**config.mk**
```make
export PLATFORM = sky130hd
export DESIGN_NAME = sleep_ctrl
export DESIGN_NICKNAME = d
export VERILOG_FILES = /design/src/inc/sleep_pkg.sv /design/src/verilog/periph_gate.sv /design/src/verilog/sleep_ctrl.sv /design/src/verilog/wake_delay.sv
export SDC_FILE = /design/constraint.sdc
export NUM_CORES = 1
export LEC_CHECK = 0
export BUFFER_PORTS_ARGS = -buffer_cell sky130_fd_sc_hd__buf_4
export CORE_MARGIN = 4
export CORE_UTILIZATION = 50
export CTS_BUF_LIST = sky130_fd_sc_hd__clkbuf_4 sky130_fd_sc_hd__clkbuf_8
export CTS_CLUSTER_DIAMETER = 30
export DETAILED_ROUTE_END_ITERATION = 8
export HOLD_SLACK_MARGIN = 0.05
export PLACE_DENSITY = 0.8
export SLEW_MARGIN = 40
export SYNTH_ARGS = -nofsm -noshare
export SYNTH_HDL_FRONTEND = slang
export SYNTH_SLANG_ARGS = --single-unit
```
**constraint.sdc**
```tcl
create_clock -name mclk_in -period 5.4 [get_ports mclk_in]
set_clock_uncertainty 0.05 [all_clocks]
set_input_delay 0.54 -clock mclk_in [delete_from_list [all_inputs] [get_ports mclk_in]]
set_output_delay 0.54 -clock mclk_in [all_outputs]
set_load 0.01 [all_outputs]
```
**src/inc/sleep_pkg.sv**
```systemverilog
// sleep controller constants: mode codes, delays, peripheral stop-bit positions
// assumes a single 25 MHz clock domain
package sleep_pkg;
  // =======================================================
  // mode selection codes
  localparam logic [2:0] SEL_IDLE = 3'h0;
  localparam logic [2:0] SEL_ADCNR = 3'h1;
  localparam logic [2:0] SEL_PDOWN = 3'h2;
  localparam logic [2:0] SEL_PSAVE = 3'h3;
  localparam logic [2:0] SEL_STBY = 3'h6;
  localparam logic [2:0] SEL_XSTBY = 3'h7;
  // =======================================================
  // timing
  localparam int CLK_MHZ = 25;
  localparam int STBY_WAKE_CYC = 6;
  localparam int IRQ_HALT_CYC = 4;
  localparam int CNT_W = 16;
  // =======================================================
  // peripheral clock-stop bit positions
  localparam int NPERIPH = 9;
  localparam int PR_ADC = 0;
  localparam int PR_TIM2 = 6;
  localparam logic [8:0] PR_RESET = 9'h000;
  // =======================================================
  // wake source bit positions
  localparam int WK_ADC = 0;
  localparam int WK_TWI_IRQ = 1;
  localparam int WK_TWI_ADDR = 2;
  localparam int WK_T2_OVF = 3;
  localparam int WK_T2_CMP = 4;
  localparam int WK_SPM = 5;
  localparam int WK_LEVEL = 6;
  localparam int WK_EXT = 7;
  localparam int WK_PINCHG = 8;
  localparam int WK_WDT_IRQ = 9;
  localparam int NWAKE = 10;
endpackage : sleep_pkg

```
**src/verilog/periph_gate.sv**
```systemverilog
// per-peripheral clock enable and register access gate
// assumes gating cells downstream; state freezes because enable drops
`timescale 1ns/10ps
module periph_gate #(
  parameter int N = 9
) (
  input wire logic mclk_in,
  input wire logic rstn_in,
  input wire logic [N-1:0] stop_in,
  input wire logic io_run_in,
  output logic [N-1:0] clk_en_out,
  output logic [N-1:0] reg_access_out
);
  always_ff @(posedge mclk_in) begin
    if (!rstn_in) begin
      clk_en_out <= '0;
      reg_access_out <= '0;
    end else begin
      // clearing a stop bit only re-enables; nothing is reset, so state is kept
      clk_en_out <= ~stop_in & {N{io_run_in}};
      reg_access_out <= ~stop_in;
    end
  end
endmodule : periph_gate

```
**src/verilog/sleep_ctrl.sv**
```systemverilog
// sleep-mode controller: mode decode, domain gating, wake qualification
// assumes the cpu pulses sleep_instr_in when it executes a sleep instruction
`timescale 1ns/10ps
module sleep_ctrl #(
  parameter int NP = sleep_pkg::NPERIPH,
  parameter int NW = sleep_pkg::NWAKE
) (
  input wire logic mclk_in,
  input wire logic rstn_in,
  input wire logic [2:0] sleep_mode_select_in,
  input wire logic sleep_enable_bit_in,
  input wire logic sleep_instr_in,
  input wire logic crystal_clock_in,
  input wire logic [15:0] startup_cycles_in,
  input wire logic [NW-1:0] wake_src_in,
  input wire logic reset_wake_in,
  input wire logic [1:0] timer2_interrupt_mask_in,
  input wire logic global_irq_en_in,
  input wire logic timer2_enable_in,
  input wire logic timer2_async_in,
  input wire logic [NP-1:0] peripheral_clock_stop_in,
  input wire logic adc_enable_in,
  input wire logic comparator_enable_in,
  input wire logic comparator_uses_ref_in,
  input wire logic brownout_enable_in,
  input wire logic watchdog_enable_in,
  input wire logic onchip_debug_fuse_in,
  input wire logic test_port_enable_fuse_in,
  input wire logic debug_interface_disable_in,
  output logic cpu_clock_domain_en_out,
  output logic flash_clock_domain_en_out,
  output logic io_clock_domain_en_out,
  output logic converter_clock_domain_en_out,
  output logic async_clock_en_out,
  output logic main_osc_en_out,
  output logic timer_osc_en_out,
  output logic timer2_sync_clk_en_out,
  output logic adc_start_out,
  output logic adc_extended_out,
  output logic adc_power_out,
  output logic comparator_power_out,
  output logic vref_enable_out,
  output logic watchdog_run_out,
  output logic brownout_run_out,
  output logic input_buffer_en_out,
  output logic debug_active_out,
  output logic sleeping_out,
  output logic wake_irq_out,
  output logic [NP-1:0] periph_clk_en_out,
  output logic [NP-1:0] periph_access_out
);
  // =======================================================
  // state machine
  typedef enum logic [3:0] {
    ST_RUN = 4'h1,
    ST_SLEEP = 4'h2,
    ST_WAKE = 4'h4,
    ST_HALT = 4'h8
  } state_e;
  state_e state_r;
  logic [2:0] mode_r;
  logic irq_wake_r;
  logic [2:0] halt_cnt_r;
  logic dly_start;
  logic dly_busy;
  logic dly_done;
  logic [15:0] dly_count;
  logic adc_en_d_r;
  logic adc_ext_r;

  // decode a valid sleep code; standby codes need crystal clock
  function automatic logic valid_mode(input logic [2:0] sel, input logic xtal);
    case (sel)
      sleep_pkg::SEL_IDLE, sleep_pkg::SEL_ADCNR,
      sleep_pkg::SEL_PDOWN, sleep_pkg::SEL_PSAVE: valid_mode = 1'b1;
      sleep_pkg::SEL_STBY, sleep_pkg::SEL_XSTBY: valid_mode = xtal;
      default: valid_mode = 1'b0;
    endcase
  endfunction : valid_mode

  function automatic logic t2_mode(input logic [2:0] m);
    t2_mode = (m == sleep_pkg::SEL_PSAVE) || (m == sleep_pkg::SEL_XSTBY);
  endfunction : t2_mode

  logic sleep_ok;
  assign sleep_ok = sleep_instr_in && sleep_enable_bit_in
                    && valid_mode(sleep_mode_select_in, crystal_clock_in);

  // =======================================================
  // wake qualification per mode
  logic t2_wake;
  logic [NW-1:0] allow;
  logic wake_any;
  assign t2_wake = global_irq_en_in
                   && ((wake_src_in[sleep_pkg::WK_T2_OVF] && timer2_interrupt_mask_in[0])
                   || (wake_src_in[sleep_pkg::WK_T2_CMP] && timer2_interrupt_mask_in[1]));
  always_comb begin
    allow = '0;
    case (mode_r)
      sleep_pkg::SEL_IDLE: allow = '1;
      sleep_pkg::SEL_ADCNR: begin
        allow = '1;
        allow[sleep_pkg::WK_EXT] = 1'b0;
      end
      sleep_pkg::SEL_PDOWN, sleep_pkg::SEL_STBY: begin
        allow[sleep_pkg::WK_TWI_ADDR] = 1'b1;
        allow[sleep_pkg::WK_LEVEL] = 1'b1;
        allow[sleep_pkg::WK_EXT] = 1'b1;
        allow[sleep_pkg::WK_PINCHG] = 1'b1;
        allow[sleep_pkg::WK_WDT_IRQ] = 1'b1;
      end
      sleep_pkg::SEL_PSAVE, sleep_pkg::SEL_XSTBY: begin
        allow[sleep_pkg::WK_TWI_ADDR] = 1'b1;
        allow[sleep_pkg::WK_LEVEL] = 1'b1;
        allow[sleep_pkg::WK_EXT] = 1'b1;
        allow[sleep_pkg::WK_PINCHG] = 1'b1;
        allow[sleep_pkg::WK_WDT_IRQ] = 1'b1;
      end
      default: allow = '0;
    endcase
  end
  logic [NW-1:0] src_eff;
  always_comb begin
    src_eff = wake_src_in;
    src_eff[sleep_pkg::WK_T2_OVF] = 1'b0;
    src_eff[sleep_pkg::WK_T2_CMP] = 1'b0;
  end
  // timer2 sources pass through the mask-qualified term in modes keeping timer2
  assign wake_any = (|(src_eff & allow))
                    || (t2_wake && (t2_mode(mode_r) || mode_r == sleep_pkg::SEL_IDLE
                                    || mode_r == sleep_pkg::SEL_ADCNR));

  // stabilisation delay depends on how deep the clocks went
  always_comb begin
    case (mode_r)
      sleep_pkg::SEL_PDOWN, sleep_pkg::SEL_PSAVE: dly_count = startup_cycles_in;
      sleep_pkg::SEL_STBY, sleep_pkg::SEL_XSTBY:
        dly_count = 16'(sleep_pkg::STBY_WAKE_CYC);
      default: dly_count = 16'h0001;
    endcase
  end
  assign dly_start = (state_r == ST_SLEEP) && (wake_any || reset_wake_in);

  wake_delay #(.W(sleep_pkg::CNT_W)) u_delay (
    .mclk_in(mclk_in),
    .rstn_in(rstn_in),
    .start_in(dly_start),
    .count_in(dly_count),
    .busy_out(dly_busy),
    .done_out(dly_done)
  );

  // =======================================================
  // sequencing
  always_ff @(posedge mclk_in) begin
    if (!rstn_in) begin
      state_r <= ST_RUN;
      mode_r <= sleep_pkg::SEL_IDLE;
      irq_wake_r <= 1'b0;
      halt_cnt_r <= 3'h0;
    end else begin
      case (state_r)
        ST_RUN: if (sleep_ok) begin
          state_r <= ST_SLEEP;
          mode_r <= sleep_mode_select_in;
        end
        ST_SLEEP: if (dly_start) begin
          state_r <= ST_WAKE;
          irq_wake_r <= !reset_wake_in;
        end
        ST_WAKE: if (dly_done) begin
          if (irq_wake_r) begin
            state_r <= ST_HALT;
            halt_cnt_r <= 3'(sleep_pkg::IRQ_HALT_CYC - 1);
          end else begin
            state_r <= ST_RUN;
          end
        end
        ST_HALT: begin
          if (halt_cnt_r == 3'h0) begin
            state_r <= ST_RUN;
          end else begin
            halt_cnt_r <= halt_cnt_r - 3'h1;
          end
        end
        default: state_r <= ST_RUN;
      endcase
    end
  end

  // =======================================================
  // clock domain and oscillator enables
  logic asleep;
  logic dbg_on;
  logic deep;
  assign asleep = (state_r != ST_RUN);
  assign dbg_on = onchip_debug_fuse_in && test_port_enable_fuse_in
                  && !debug_interface_disable_in;
  // deep: modes where io and converter clocks are both off
  assign deep = asleep && (mode_r != sleep_pkg::SEL_IDLE) && (mode_r != sleep_pkg::SEL_ADCNR);
  always_ff @(posedge mclk_in) begin
    if (!rstn_in) begin
      cpu_clock_domain_en_out <= 1'b1;
      flash_clock_domain_en_out <= 1'b1;
      io_clock_domain_en_out <= 1'b1;
      converter_clock_domain_en_out <= 1'b1;
      async_clock_en_out <= 1'b1;
      main_osc_en_out <= 1'b1;
      timer_osc_en_out <= 1'b1;
      timer2_sync_clk_en_out <= 1'b1;
    end else begin
      cpu_clock_domain_en_out <= !asleep;
      flash_clock_domain_en_out <= !asleep;
      io_clock_domain_en_out <= !asleep || mode_r == sleep_pkg::SEL_IDLE;
      converter_clock_domain_en_out <= !deep;
      async_clock_en_out <= !deep || (t2_mode(mode_r) && timer2_async_in);
      // halted clock must restart once the wake sequence begins
      main_osc_en_out <= !deep || state_r == ST_WAKE || state_r == ST_HALT
                         || mode_r == sleep_pkg::SEL_STBY || mode_r == sleep_pkg::SEL_XSTBY
                         || (t2_mode(mode_r) && timer2_enable_in && !timer2_async_in)
                         || dbg_on;
      timer_osc_en_out <= !deep || (t2_mode(mode_r) && timer2_async_in);
      timer2_sync_clk_en_out <= !asleep || mode_r == sleep_pkg::SEL_IDLE
                                || (t2_mode(mode_r) && timer2_enable_in
                                    && !timer2_async_in);
    end
  end

  // =======================================================
  // analog and support functions
  logic cmp_on;
  assign cmp_on = comparator_enable_in && (!deep || comparator_uses_ref_in);
  always_ff @(posedge mclk_in) begin
    if (!rstn_in) begin
      adc_start_out <= 1'b0;
      adc_power_out <= 1'b0;
      comparator_power_out <= 1'b0;
      vref_enable_out <= 1'b0;
      watchdog_run_out <= 1'b0;
      brownout_run_out <= 1'b0;
      input_buffer_en_out <= 1'b1;
      debug_active_out <= 1'b0;
      sleeping_out <= 1'b0;
      wake_irq_out <= 1'b0;
    end else begin
      adc_start_out <= (state_r == ST_RUN) && sleep_ok && adc_enable_in
                       && (sleep_mode_select_in == sleep_pkg::SEL_ADCNR
                           || sleep_mode_select_in == sleep_pkg::SEL_IDLE);
      adc_power_out <= adc_enable_in;
      comparator_power_out <= cmp_on;
      vref_enable_out <= brownout_enable_in || cmp_on || adc_enable_in;
      watchdog_run_out <= watchdog_enable_in;
      brownout_run_out <= brownout_enable_in;
      // wake pins keep their buffers via a separate per-pin path outside
      input_buffer_en_out <= !deep;
      debug_active_out <= dbg_on;
      sleeping_out <= asleep;
      wake_irq_out <= (state_r == ST_HALT) && (halt_cnt_r == 3'h0);
    end
  end

  // re-enable after off forces an extended conversion; cleared by the next start
  always_ff @(posedge mclk_in) begin
    if (!rstn_in) begin
      adc_en_d_r <= 1'b0;
      adc_ext_r <= 1'b1;
    end else begin
      adc_en_d_r <= adc_enable_in;
      if (adc_enable_in && !adc_en_d_r) begin
        adc_ext_r <= 1'b1;
      end else if (adc_start_out) begin
        adc_ext_r <= 1'b0;
      end
    end
  end
  assign adc_extended_out = adc_ext_r;

  // =======================================================
  // peripheral clock stopping
  // software is expected to disable a unit before stopping it
  periph_gate #(.N(NP)) u_gate (
    .mclk_in(mclk_in),
    .rstn_in(rstn_in),
    .stop_in(peripheral_clock_stop_in),
    .io_run_in(!asleep || mode_r == sleep_pkg::SEL_IDLE),
    .clk_en_out(periph_clk_en_out),
    .reg_access_out(periph_access_out)
  );

  // =======================================================
  // checks
  chk_reserved_nosleep: assert property (@(posedge mclk_in) disable iff (!rstn_in)
    (state_r == ST_RUN && sleep_instr_in && !valid_mode(sleep_mode_select_in, crystal_clock_in))
    |=> state_r == ST_RUN) else $error("reserved code entered sleep");
  chk_enable_needed: assert property (@(posedge mclk_in) disable iff (!rstn_in)
    (state_r == ST_RUN && !sleep_enable_bit_in) |=> state_r == ST_RUN)
    else $error("sleep without enable bit");
  chk_cpu_stopped: assert property (@(posedge mclk_in) disable iff (!rstn_in)
    (state_r == ST_SLEEP) |=> !cpu_clock_domain_en_out) else $error("cpu clock ran in sleep");
  chk_adcnr_clocks: assert property (@(posedge mclk_in) disable iff (!rstn_in)
    (state_r == ST_SLEEP && mode_r == sleep_pkg::SEL_ADCNR) |=>
    converter_clock_domain_en_out && !io_clock_domain_en_out)
    else $error("noise reduction clocks wrong");
  chk_pdown_osc: assert property (@(posedge mclk_in) disable iff (!rstn_in)
    (state_r == ST_SLEEP && mode_r == sleep_pkg::SEL_PDOWN && !dbg_on
     && $past(state_r) == ST_SLEEP) |=> !main_osc_en_out)
    else $error("oscillator ran in power-down");
  chk_stby_six: assert property (@(posedge mclk_in) disable iff (!rstn_in)
    (state_r == ST_SLEEP && mode_r == sleep_pkg::SEL_STBY && dly_start) |=>
    (state_r == ST_WAKE)[*6] ##1 state_r != ST_WAKE) else $error("standby wake not six");
  chk_halt_four: assert property (@(posedge mclk_in) disable iff (!rstn_in)
    (state_r == ST_WAKE && dly_done && irq_wake_r) |=>
    (state_r == ST_HALT)[*4] ##1 state_r == ST_RUN) else $error("halt not four cycles");
  chk_t2_mask: assert property (@(posedge mclk_in) disable iff (!rstn_in)
    (state_r == ST_SLEEP && mode_r == sleep_pkg::SEL_PSAVE && !global_irq_en_in
     && !reset_wake_in && !(|(src_eff & allow))) |=> state_r == ST_SLEEP)
    else $error("timer2 woke without enables");
  chk_vref_need: assert property (@(posedge mclk_in) disable iff (!rstn_in)
    (!brownout_enable_in && !adc_enable_in && !comparator_enable_in) |=> !vref_enable_out)
    else $error("reference on without user");
  chk_stop_access: assert property (@(posedge mclk_in) disable iff (!rstn_in)
    peripheral_clock_stop_in[0] |=> !periph_access_out[0] && !periph_clk_en_out[0])
    else $error("stopped peripheral still clocked");
  cov_pdown: cover property (@(posedge mclk_in) state_r == ST_SLEEP
    && mode_r == sleep_pkg::SEL_PDOWN ##1 state_r == ST_WAKE);
  cov_adcnr: cover property (@(posedge mclk_in) adc_start_out);
  cov_xstby: cover property (@(posedge mclk_in) state_r == ST_HALT
    && mode_r == sleep_pkg::SEL_XSTBY);
endmodule : sleep_ctrl

```
**src/verilog/wake_delay.sv**
```systemverilog
// wake-up delay counter: loads a count on start, flags done during the last count
// assumes start is a one-cycle pulse
`timescale 1ns/10ps
module wake_delay #(
  parameter int W = 16
) (
  input wire logic mclk_in,
  input wire logic rstn_in,
  input wire logic start_in,
  input wire logic [W-1:0] count_in,
  output logic busy_out,
  output logic done_out
);
  logic [W-1:0] cnt_r;
  // not registered: a registered flag would stretch the wait by one cycle
  assign done_out = busy_out && (cnt_r == W'(1));
  always_ff @(posedge mclk_in) begin
    if (!rstn_in) begin
      cnt_r <= '0;
      busy_out <= 1'b0;
    end else begin
      if (start_in) begin
        cnt_r <= (count_in == '0) ? W'(1) : count_in;
        busy_out <= 1'b1;
      end else if (busy_out) begin
        cnt_r <= cnt_r - W'(1);
        if (cnt_r == W'(1)) begin
          busy_out <= 1'b0;
        end
      end
    end
  end
endmodule : wake_delay
```
==> flow_summary_export.csv, run 1 <==
group,metric,value,unit
global_route,use_met2,0.375,
floorplan,pin_count,94,
global_route,grtUsageTotal,0.232,
setup_path,startpoint_type,"register",
route,drt-total-wl,7520,um
placed_design,hpwl,5500,um
layout,multiInputGateArea,0.00137,mm2
setup_path,slowest_delay,600,ps
route,ant_nets,0,
route,drt-vias-per-instance,5.62,
yosys,synth_fp_nets,355,
layout,num-fill-cells,419,
yosys,syn_area,0.00272,mm2
sta,worst_slew_pin_slew,722,ps
placed_design,io_buffers,93,
setup_path,cpLargestDelayFamily,"compound AO/OA/AOI/OAI gates",
job,maxCapViolCount,0,
yosys,synth_warnings,0,
layout,finalNetCount,447,
global_route,grt_pass1_wl,11800,um
layout,seq_area,0.00124,mm2
yosys,netlist_instances,294,
sta,setup_viol_count_final,0,
yosys,synth-async-reset-ratio,0,
sta,hold_viol,0,
yosys,ys.flop_type,"dfxtp_1",
layout,areaGrowthSynthToFinish,33.2,%
sta,fin_setup_tns,0,ps
cts,cts_buffers,9,
sta,rsz0062_at_grt,"false",
yosys,ys_seq_area_frac,0.456,
floorplan,fp.dieW,81.8,um
cts,post_cts_buffers,0,
floorplan,core_area,0.00520,mm2
global_route,grt.overflow.total,0,
global_route,antenna_found_initial,0,
setup_path,cp-end-kind,"register",
setup_path,critPathBufInv,0,
setup_path,crit_cells,5,
route,vias,2591,
global_route,grt_max_degree,38,
global_route,top_usage_layer,"met2",
route,drtPass1Iterations,4,
route,drc_errors,0,
sta,fmax,421,MHz
yosys,synth_edf_count,0,
global_route,grt.met1_usage,0.284,
cts,postCtsHoldBufs,0,
pwr,leakage,1.54,nW
yosys,avgSynthCellArea,9.26,um2
cts,cts_tree,"yes",
cts,clk_pin_slew,80,ps
setup_path,cp.required,5570,ps
setup_path,crit_arrival,2550,ps
pwr,peakVddDrop,0.217,mV
route,drtIter0Drc,235,
setup_path,r2r_cells,5,
cts,insertion_delay,340,ps
layout,diodes,0,
min_path,min_path_type,"input port to register",
floorplan,start_util,0.523,
sta,finalMaxSlewViolations,0,
placed_design,gp_congestion,0.896,
cts,clock_path_buffers,2,
global_route,grt.met3_usage,0.0855,
setup_path,critPathKind,"register to register",
yosys,ys_ff_latch,62,
sta,maxSlewHeadroom,0.512,
layout,final_layout_size_suffix_gt1_frac,0.322,
route,wl_per_cell,16.3,um
floorplan,die_area,0.00669,mm2
yosys,synth_cell_types,59,
layout,fin_util,0.697,
setup_path,critical_path.max_fanout,15,
setup_path,path_cells,"or4b_4 > a211oi_4 > a31o_2 > nand2_1 > o221a_1",
cts,cts.repair.resized,0,
floorplan,rows,26,
sta,min_period,2380,ps
cts,cts_sinks,62,
global_route,grt_pass1_vias,2525,
pwr,powerDensity,269,mW/mm2
outcome,status,"completed",
pwr,finalPower,0.977,mW
setup_path,worst_path_max_delay_cell,"or4b_4",
cts,htreeDepth,3,
sta,finalCritPeriodShare,0.440,
min_path,hold_depth,2,
floorplan,die_y,81.8,um
cts,clockRootBuffer,"clkbuf_8",
==> per-stage QoR <==
stage / std cells / hold WS [ps] / area (um2) / setup WS, ps
after floorplan: 294 / 387 / 2720 / 3440
after global placement: 445 / 403 / 3450 / 2940
after detailed placement: 445 / 416 / 3450 / 2890
after CTS: 461 / 293 / 3630 / 3050
after global routing: 461 / 286 / 3630 / 2950
final: 461 / 303 / 3630 / 3020
==> cells in the mapped netlist (3+ instances only) <==
| library cell | number | area share |
|---|---|---|
| nand4_1 | 4 | 0.0092 |
| a31o_2 | 3 | 0.0096 |
| or3_1 | 4 | 0.0092 |
| a21oi_1 | 8 | 0.015 |
| and3_1 | 4 | 0.0092 |
| dfxtp_1 | 62 | 0.46 |
| buf_4 | 3 | 0.0083 |
| nor3_1 | 15 | 0.028 |
| nor4_1 | 13 | 0.030 |
| a21oi_2 | 3 | 0.0096 |
| ha_1 | 4 | 0.018 |
| nand3_1 | 7 | 0.013 |
| nor2_1 | 34 | 0.047 |
| a31oi_1 | 4 | 0.0092 |
| buf_1 | 3 | 0.0041 |
| inv_1 | 10 | 0.014 |
| a211oi_1 | 4 | 0.011 |
| nor2b_1 | 5 | 0.011 |
| clkbuf_1 | 6 | 0.0083 |
| and2_1 | 11 | 0.025 |
| o221a_1 | 6 | 0.025 |
| o31ai_1 | 4 | 0.011 |
| o21ai_0 | 6 | 0.011 |
| nand2_1 | 13 | 0.018 |
| nor4b_1 | 7 | 0.023 |
| mux2i_1 | 4 | 0.015 |
| or4_1 | 3 | 0.0083 |
| xnor2_1 | 7 | 0.023 |
==> final cells by class <==
class	instances	area share
Clock inverter	7	0.0141
Timing Repair Buffer	95	0.197
Tap cell	70	0.0241
Inverter	11	0.0114
Sequential cell	62	0.342
Multi-Input combinational cell	207	0.377
Clock buffer	9	0.0341
==> path summary, 6_finish.rpt <==
kind	end	slack [ps]	from
setup / recovery	u_delay.cnt_r[5]$_SDFFE_PN0P_	3020	state_r[3]$_SDFFE_PN0P_
hold / removal	u_gate.reg_access_out[2]$_SDFF_PN0_	300	peripheral_clock_stop_in[2]
setup reg to reg	u_delay.cnt_r[5]$_SDFFE_PN0P_	3020	state_r[3]$_SDFFE_PN0P_
hold reg to reg	halt_cnt_r[0]$_SDFFE_PN0P_	430	halt_cnt_r[0]$_SDFFE_PN0P_
==> layer usage <==
metal	routed length [um]	part of all wire
met1	3060	0.41
met2	3670	0.49
met3	659	0.088
met4	126	0.017
met5	0	0
==> kinds of logic after synthesis <==
kind of cell	count (synthesis)	synth area share
adders and majority gates	4	0.0184
muxes	4	0.0147
DFF	62	0.456
xor gates and xnor gates	9	0.0289
buffers and inverters	25	0.0418
and+or+nand+nor	127	0.253
AOI/OAI and AO/OA	63	0.187
==> where the power goes <==
part           switching, mW  internal (mW)
Combinational         0.0643         0.0713
Clock                  0.189          0.167
Sequential            0.0114          0.474
==> placed cells by master (no fill, tap or decap), types with 5 or more instances in the layout <==
cell / instances
clkbuf_8: 9
nor2b_1: 5
inv_1: 10
xnor2_1: 7
nand3_1: 7
o221a_1: 6
nand2_1: 13
nor3_1: 15
o21ai_0: 6
nor2_1: 34
nor4b_1: 7
nor4_1: 13
a21oi_1: 8
and2_1: 11
buf_4: 95
dfxtp_1: 62
==> flip-flops by register name (all words and copies together) (netlist names), 3 cells and up <==
| register | flops |
|---|---|
| state_r | 4 |
| u_gate.reg_access_out | 9 |
| mode_r | 3 |
| u_gate.clk_en_out | 9 |
| u_delay.cnt_r | 16 |
| halt_cnt_r | 3 |
==> worst register-to-register path, cell delays in order, from the launching register on <==
cell	delay [ps]
dfxtp_1	350
or4b_4	600
a211oi_4	290
a31o_2	410
nand2_1	250
o221a_1	300
No activity file was read; power rests on OpenSTA's default activity.
==> inputs of run 2 (changes only) <==
Clock period 5.4 ns to 2.5 ns, I/O delays scaled along.
==> run 2 against run 1 <==
Net effect: maximum frequency rose by 2.8%; sequential share of layout area fell by 2.0 points; largest cell class unchanged; global-route usage rose by 2.2 points; combinational power rose by 130%; setup slack got worse by 2800 ps; die area did not move; critical path depth did not move; critical path type unchanged; utilization rose by 4.3 points; highest routed layer unchanged; clock-buffer cell count did not move; sequential cell count did not move; critical endpoint is now u_delay.cnt_r[8]$_SDFFE_PN0P_; largest power group is now clock; sequential power rose by 120%.
==> flow_summary_export.csv, run 2 (synthesis results as in run 1) <==
group,metric,value,unit
layout,fin_util,0.739,
floorplan,pin_count,94,
global_route,grt_pass1_wl,12900,um
route,drtPass1Iterations,5,
floorplan,rows,26,
cts,postCtsHoldBufs,10,
job,maxCapViolCount,0,
sta,min_period,2310,ps
sta,fmax,433,MHz
layout,finalNetCount,463,
layout,fin_area,0.00385,mm2
layout,areaGrowthSynthToFinish,41.3,%
floorplan,die_y,81.8,um
global_route,grt.overflow.total,0,
sta,hold_viol,0,
sta,fin_setup_tns,0,ps
floorplan,core_area,0.00520,mm2
global_route,grt_max_degree,37,
route,ant_nets,0,
global_route,grt_pass1_vias,2763,
placed_design,dp_slack,280,ps
pwr,leakage,1.65,nW
pwr,p_clk_frac,0.452,
layout,largest_reg_flops,16,
pwr,peakVddDrop,0.627,mV
route,drc_errors,0,
placed_design,dpl_cell_area,0.00350,mm2
floorplan,fp.dieW,81.8,um
setup_path,cp-end-kind,"register",
floorplan,start_util,0.523,
cts,insertion_delay,340,ps
setup_path,critPathKind,"register to register",
sta,setup_viol_count_final,0,
cts,cts.repair.resized,0,
layout,diodes,0,
cts,htreeDepth,3,
sta,maxSlewHeadroom,0.494,
setup_path,startpoint_type,"register",
cts,clk_pin_slew,80,ps
route,drt-total-wl,7990,um
layout,top_regs,"u_delay.cnt_r: 16 flops, u_gate.clk_en_out: 9 flops, u_gate.reg_access_out: 9 flops",
placed_design,gp_congestion,0.887,
setup_path,cp.required,2700,ps
sta,finalMaxSlewViolations,0,
pwr,p_switching,0.610,mW
setup_path,crit_arrival,2520,ps
pwr,internal_power,1.87,mW
sta,rsz0062_at_grt,"false",
route,drtIter0Drc,213,
layout,final_layout_size_suffix_gt1_frac,0.324,
cts,cts_sinks,62,
setup_path,critical_path.max_fanout,11,
sta,worst_slew_pin_slew,760,ps
outcome,status,"completed",
sta,setup_ws,188,ps
cts,clock_path_buffers,2,
layout,final_cell_mix,"buf_4 (101), dfxtp_1 (62), nor2_1 (34)",
sta,finalCritPeriodShare,0.925,
pwr,switching_share,0.246,
pwr,pwr-share-comb,0.126,
pwr,powerDensity,644,mW/mm2
route,wl_per_cell,16.7,um
global_route,antenna_found_initial,0,
cts,post_cts_buffers,0,
layout,regMostFlops,"u_delay.cnt_r",
floorplan,die_area,0.00669,mm2
placed_design,hpwl,5630,um
route,vias,2687,
cts,clockRootBuffer,"clkbuf_8",
route,drt-vias-per-instance,5.63,
pwr,power_frac_seq,0.422,
cts,cts_buffers,9,
min_path,min_path_type,"input port to register",
cts,cts_tree,"yes",
placed_design,io_buffers,93,
global_route,grtUsageTotal,0.254,
layout,final_common_cell,"buf_4",
## run 2: cell types whose count changed in the layout (fill, tap and decap cells not counted)
cell and delta:
bufinv_16 +3, clkinv_4 -3, buf_4 +6, dlygate4sd3_1 +10
clkinv_2 -2, inv_8 +1, inv_6 +3, clkinvlp_4 -2
## run 2: worst paths after layout
kind              depth (start not counted)  slack [ps]                             to                  startpoint
hold reg to reg                           1         420     halt_cnt_r[0]$_SDFFE_PN0P_  halt_cnt_r[0]$_SDFFE_PN0P_
hold / removal                            2          60    watchdog_run_out$_SDFF_PN0_          watchdog_enable_in
setup reg to reg                          5         190  u_delay.cnt_r[8]$_SDFFE_PN0P_      mode_r[2]$_SDFFE_PN0P_
setup / recovery                          5         190  u_delay.cnt_r[8]$_SDFFE_PN0P_      mode_r[2]$_SDFFE_PN0P_
## run 2: layout make-up
class	instances	area [um2]
multi-input combinational	207	1370
fill	392	1360
sequential	62	1240
timing repair buffer	111	858
clock inverter	7	128
clock buffer	9	124
tap	70	87.6
inverter	11	41.3
## run 2: critical path, cell delays in order (launching register included)
cell      delay [ps]
dfxtp_1          420
nor2_1           300
o211ai_1         240
a311oi_2         750
a22oi_1          200
a311oi_1         260
## run 2: per-stage QoR
| step | total power [mW] | instances | hold WS, ps |
|---|---|---|---|
| 2_1_floorplan | 1.21 | 294 | 267 |
| 3_3_place_gp | 1.36 | 451 | 362 |
| 3_5_place_dp | 1.36 | 451 | 366 |
| 4_1_cts | 2.49 | 477 | 50.9 |
| 5_1_grt | 2.57 | 477 | 64.6 |
| 6_report | 2.48 | 477 | 61.1 |
## run 2: routing by layer
metal,wire length [um],share of wire,global-route usage,vias to the layer above
li1,-,-,-,1302
met1,3220,0.40,0.306,1232
met2,3950,0.49,0.426,141
met3,716,0.090,0.0735,12
met4,105,0.013,0.0997,0
met5,0,0,0,-
## run 2: power by group through the flow
stage	clock network [mW]	registers (mW)	logic [mW]
after floorplan	0	1.08	0.134
after global placement	0	1.07	0.290
after detailed placement	0	1.07	0.296
after CTS	1.13	1.05	0.310
after global routing	1.18	1.05	0.340
final	1.12	1.05	0.312
==> inputs of run 3 (changes only) <==
Settings changed: CTS_BUF_LIST sky130_fd_sc_hd__clkbuf_4 sky130_fd_sc_hd__clkbuf_8 to sky130_fd_sc_hd__clkbuf_16.
==> run 3 against run 2 <==
Net effect: die area unchanged; cell area increased by 2.6%; clock-buffer cell count unchanged; combinational power increased by 2%; via count increased by 2.3%; critical path type unchanged; global-route usage increased by 1.5 points; first-iteration DRC count increased by 2.3%; sequential share of layout area decreased by 0.83 points; clock power increased by 32%.
==> flow_summary_export.csv, run 3 (synthesis results as in run 1) <==
group,metric,value,unit
layout,diodes,0,
layout,top_regs,"u_delay.cnt_r: 16 flops, u_gate.clk_en_out: 9 flops, u_gate.reg_access_out: 9 flops",
pwr,powerDensity,719,mW/mm2
route,vias,2748,
placed_design,gp_congestion,0.887,
setup_path,slowest_delay,730,ps
setup_path,reg2reg_to,"u_delay.cnt_r[8]$_SDFFE_PN0P_",
sta,finalCritPeriodShare,0.913,
cts,cts_tree,"yes",
job,maxCapViolCount,0,
setup_path,cp.required,2690,ps
floorplan,rows,26,
setup_path,r2r_slack,220,ps
cts,clock_path_buffers,2,
setup_path,critPathBufInv,0,
route,ant_nets,0,
floorplan,pin_count,94,
sta,fin_setup_tns,0,ps
cts,cts.repair.resized,0,
setup_path,worst_r2r_startpoint,"mode_r[2]$_SDFFE_PN0P_",
layout,largest_reg_flops,16,
setup_path,cpLargestDelayFamily,"compound AO/OA/AOI/OAI gates",
cts,htreeDepth,3,
sta,maxSlewHeadroom,0.504,
setup_path,worst_path_max_delay_cell,"a311oi_2",
global_route,grtUsageTotal,0.269,
cts,clockRootBuffer,"clkbuf_16",
global_route,antenna_found_initial,0,
setup_path,r2r_cells,5,
global_route,grt_max_degree,37,
layout,regMostFlops,"u_delay.cnt_r",
layout,fin_area,0.00395,mm2
floorplan,core_area,0.00520,mm2
floorplan,fp.dieW,81.8,um
setup_path,path_cells,"nor2_1 > o211ai_1 > a311oi_2 > a22oi_1 > a311oi_1",
sta,hold_viol,0,
placed_design,io_buffers,93,
setup_path,critPathKind,"register to register",
sta,fmax,438,MHz
setup_path,crit_start,"mode_r[2]$_SDFFE_PN0P_",
layout,final_layout_size_suffix_gt1_frac,0.324,
outcome,status,"completed",
floorplan,die_y,81.8,um
route,drc_errors,0,
pwr,leakage,1.70,nW
global_route,grt_pass1_vias,2790,
sta,setup_viol_count_final,0,
placed_design,hpwl,5630,um
route,wl_per_cell,17.7,um
sta,holdWs,77.9,ps
layout,final_common_cell,"buf_4",
sta,worst_slew_pin_slew,744,ps
cts,insertion_delay,330,ps
cts,cts_sinks,62,
sta,finalMaxSlewViolations,0,
route,drt-total-wl,8440,um
sta,rsz0062_at_grt,"false",
floorplan,start_util,0.523,
route,drtPass1Iterations,5,
layout,areaGrowthSynthToFinish,45.0,%
layout,final_cell_mix,"buf_4 (101), dfxtp_1 (62), nor2_1 (34)",
setup_path,crit_arrival,2470,ps
route,drt-vias-per-instance,5.76,
min_path,min_path_type,"input port to register",
cts,clk_pin_slew,60,ps
sta,min_period,2280,ps
placed_design,dpl_cell_area,0.00350,mm2
setup_path,startpoint_type,"register",
setup_path,endpoint,"u_delay.cnt_r[8]$_SDFFE_PN0P_",
global_route,grt_pass1_wl,13500,um
cts,post_cts_buffers,0,
cts,cts_buffers,9,
setup_path,critical_path.max_fanout,11,
route,drtIter0Drc,218,
setup_path,cp-end-kind,"register",
setup_path,crit_cells,5,
layout,finalNetCount,463,
global_route,grt.overflow.total,0,
pwr,peakVddDrop,0.532,mV
floorplan,die_area,0.00669,mm2
run 3: cell count changes in the layout (fill, tap and decap cells not counted):
cell,previous run,this run
clkbuf_16,0,9
clkbuf_8,9,0
run 3: cell type report:
class	instances	area [um2]
clock buffers	9	225
clock inverters	7	128
fillers	372	1250
inverters	11	41.3
multi-input cells	207	1370
flip-flops and latches	62	1240
well taps	70	87.6
repair buffers	111	858
run 3: worst reg2reg max path, cell delays in order (launching register included):
cell and delay, ps:
dfxtp_1 420, nor2_1 300, o211ai_1 240, a311oi_2 730
a22oi_1 200, a311oi_1 260
run 3: worst min path at each step:
stage	slack, ps	cells after the start	endpoint	start
5_1_grt	90	2	timer_osc_en_out$_SDFF_PN1_	timer2_async_in
4_1_cts	70	2	watchdog_run_out$_SDFF_PN0_	watchdog_enable_in
2_1_floorplan	270	1	u_gate.reg_access_out[7]$_SDFF_PN0_	peripheral_clock_stop_in[7]
3_5_place_dp	370	2	u_gate.reg_access_out[7]$_SDFF_PN0_	peripheral_clock_stop_in[7]
3_3_place_gp	360	2	u_gate.reg_access_out[7]$_SDFF_PN0_	peripheral_clock_stop_in[7]
6_report	80	2	watchdog_run_out$_SDFF_PN0_	watchdog_enable_in
run 3: stage by stage:
stage / cells / total power [mW] / util / setup slack, ps
detailed placement: 451 / 1.36 / 0.672 / 280
CTS: 477 / 2.84 / 0.759 / 244
global route: 477 / 2.92 / 0.759 / 98.2
global placement: 451 / 1.36 / 0.672 / 320
finish: 477 / 2.84 / 0.759 / 219
floorplan: 294 / 1.21 / - / 536
run 3: timing repair:
item,in CTS,in global routing
hold endpoints to repair,19,0
hold buffers,10,0
setup endpoints to repair,0,0
run 3: routing by layer:
metal  part of all wire  track usage  routed length [um]
met5                  0            0                   0
met1               0.40        0.319                3370
met4              0.017        0.113                 145
met3              0.073       0.0592                 617
met2               0.51        0.468                4310
run 3: where the power goes:
group	internal (mW)	leakage [nW]	switching, mW
clock network	0.990	0.173	0.485
logic	0.167	1.02	0.150
registers	1.02	0.507	0.0245
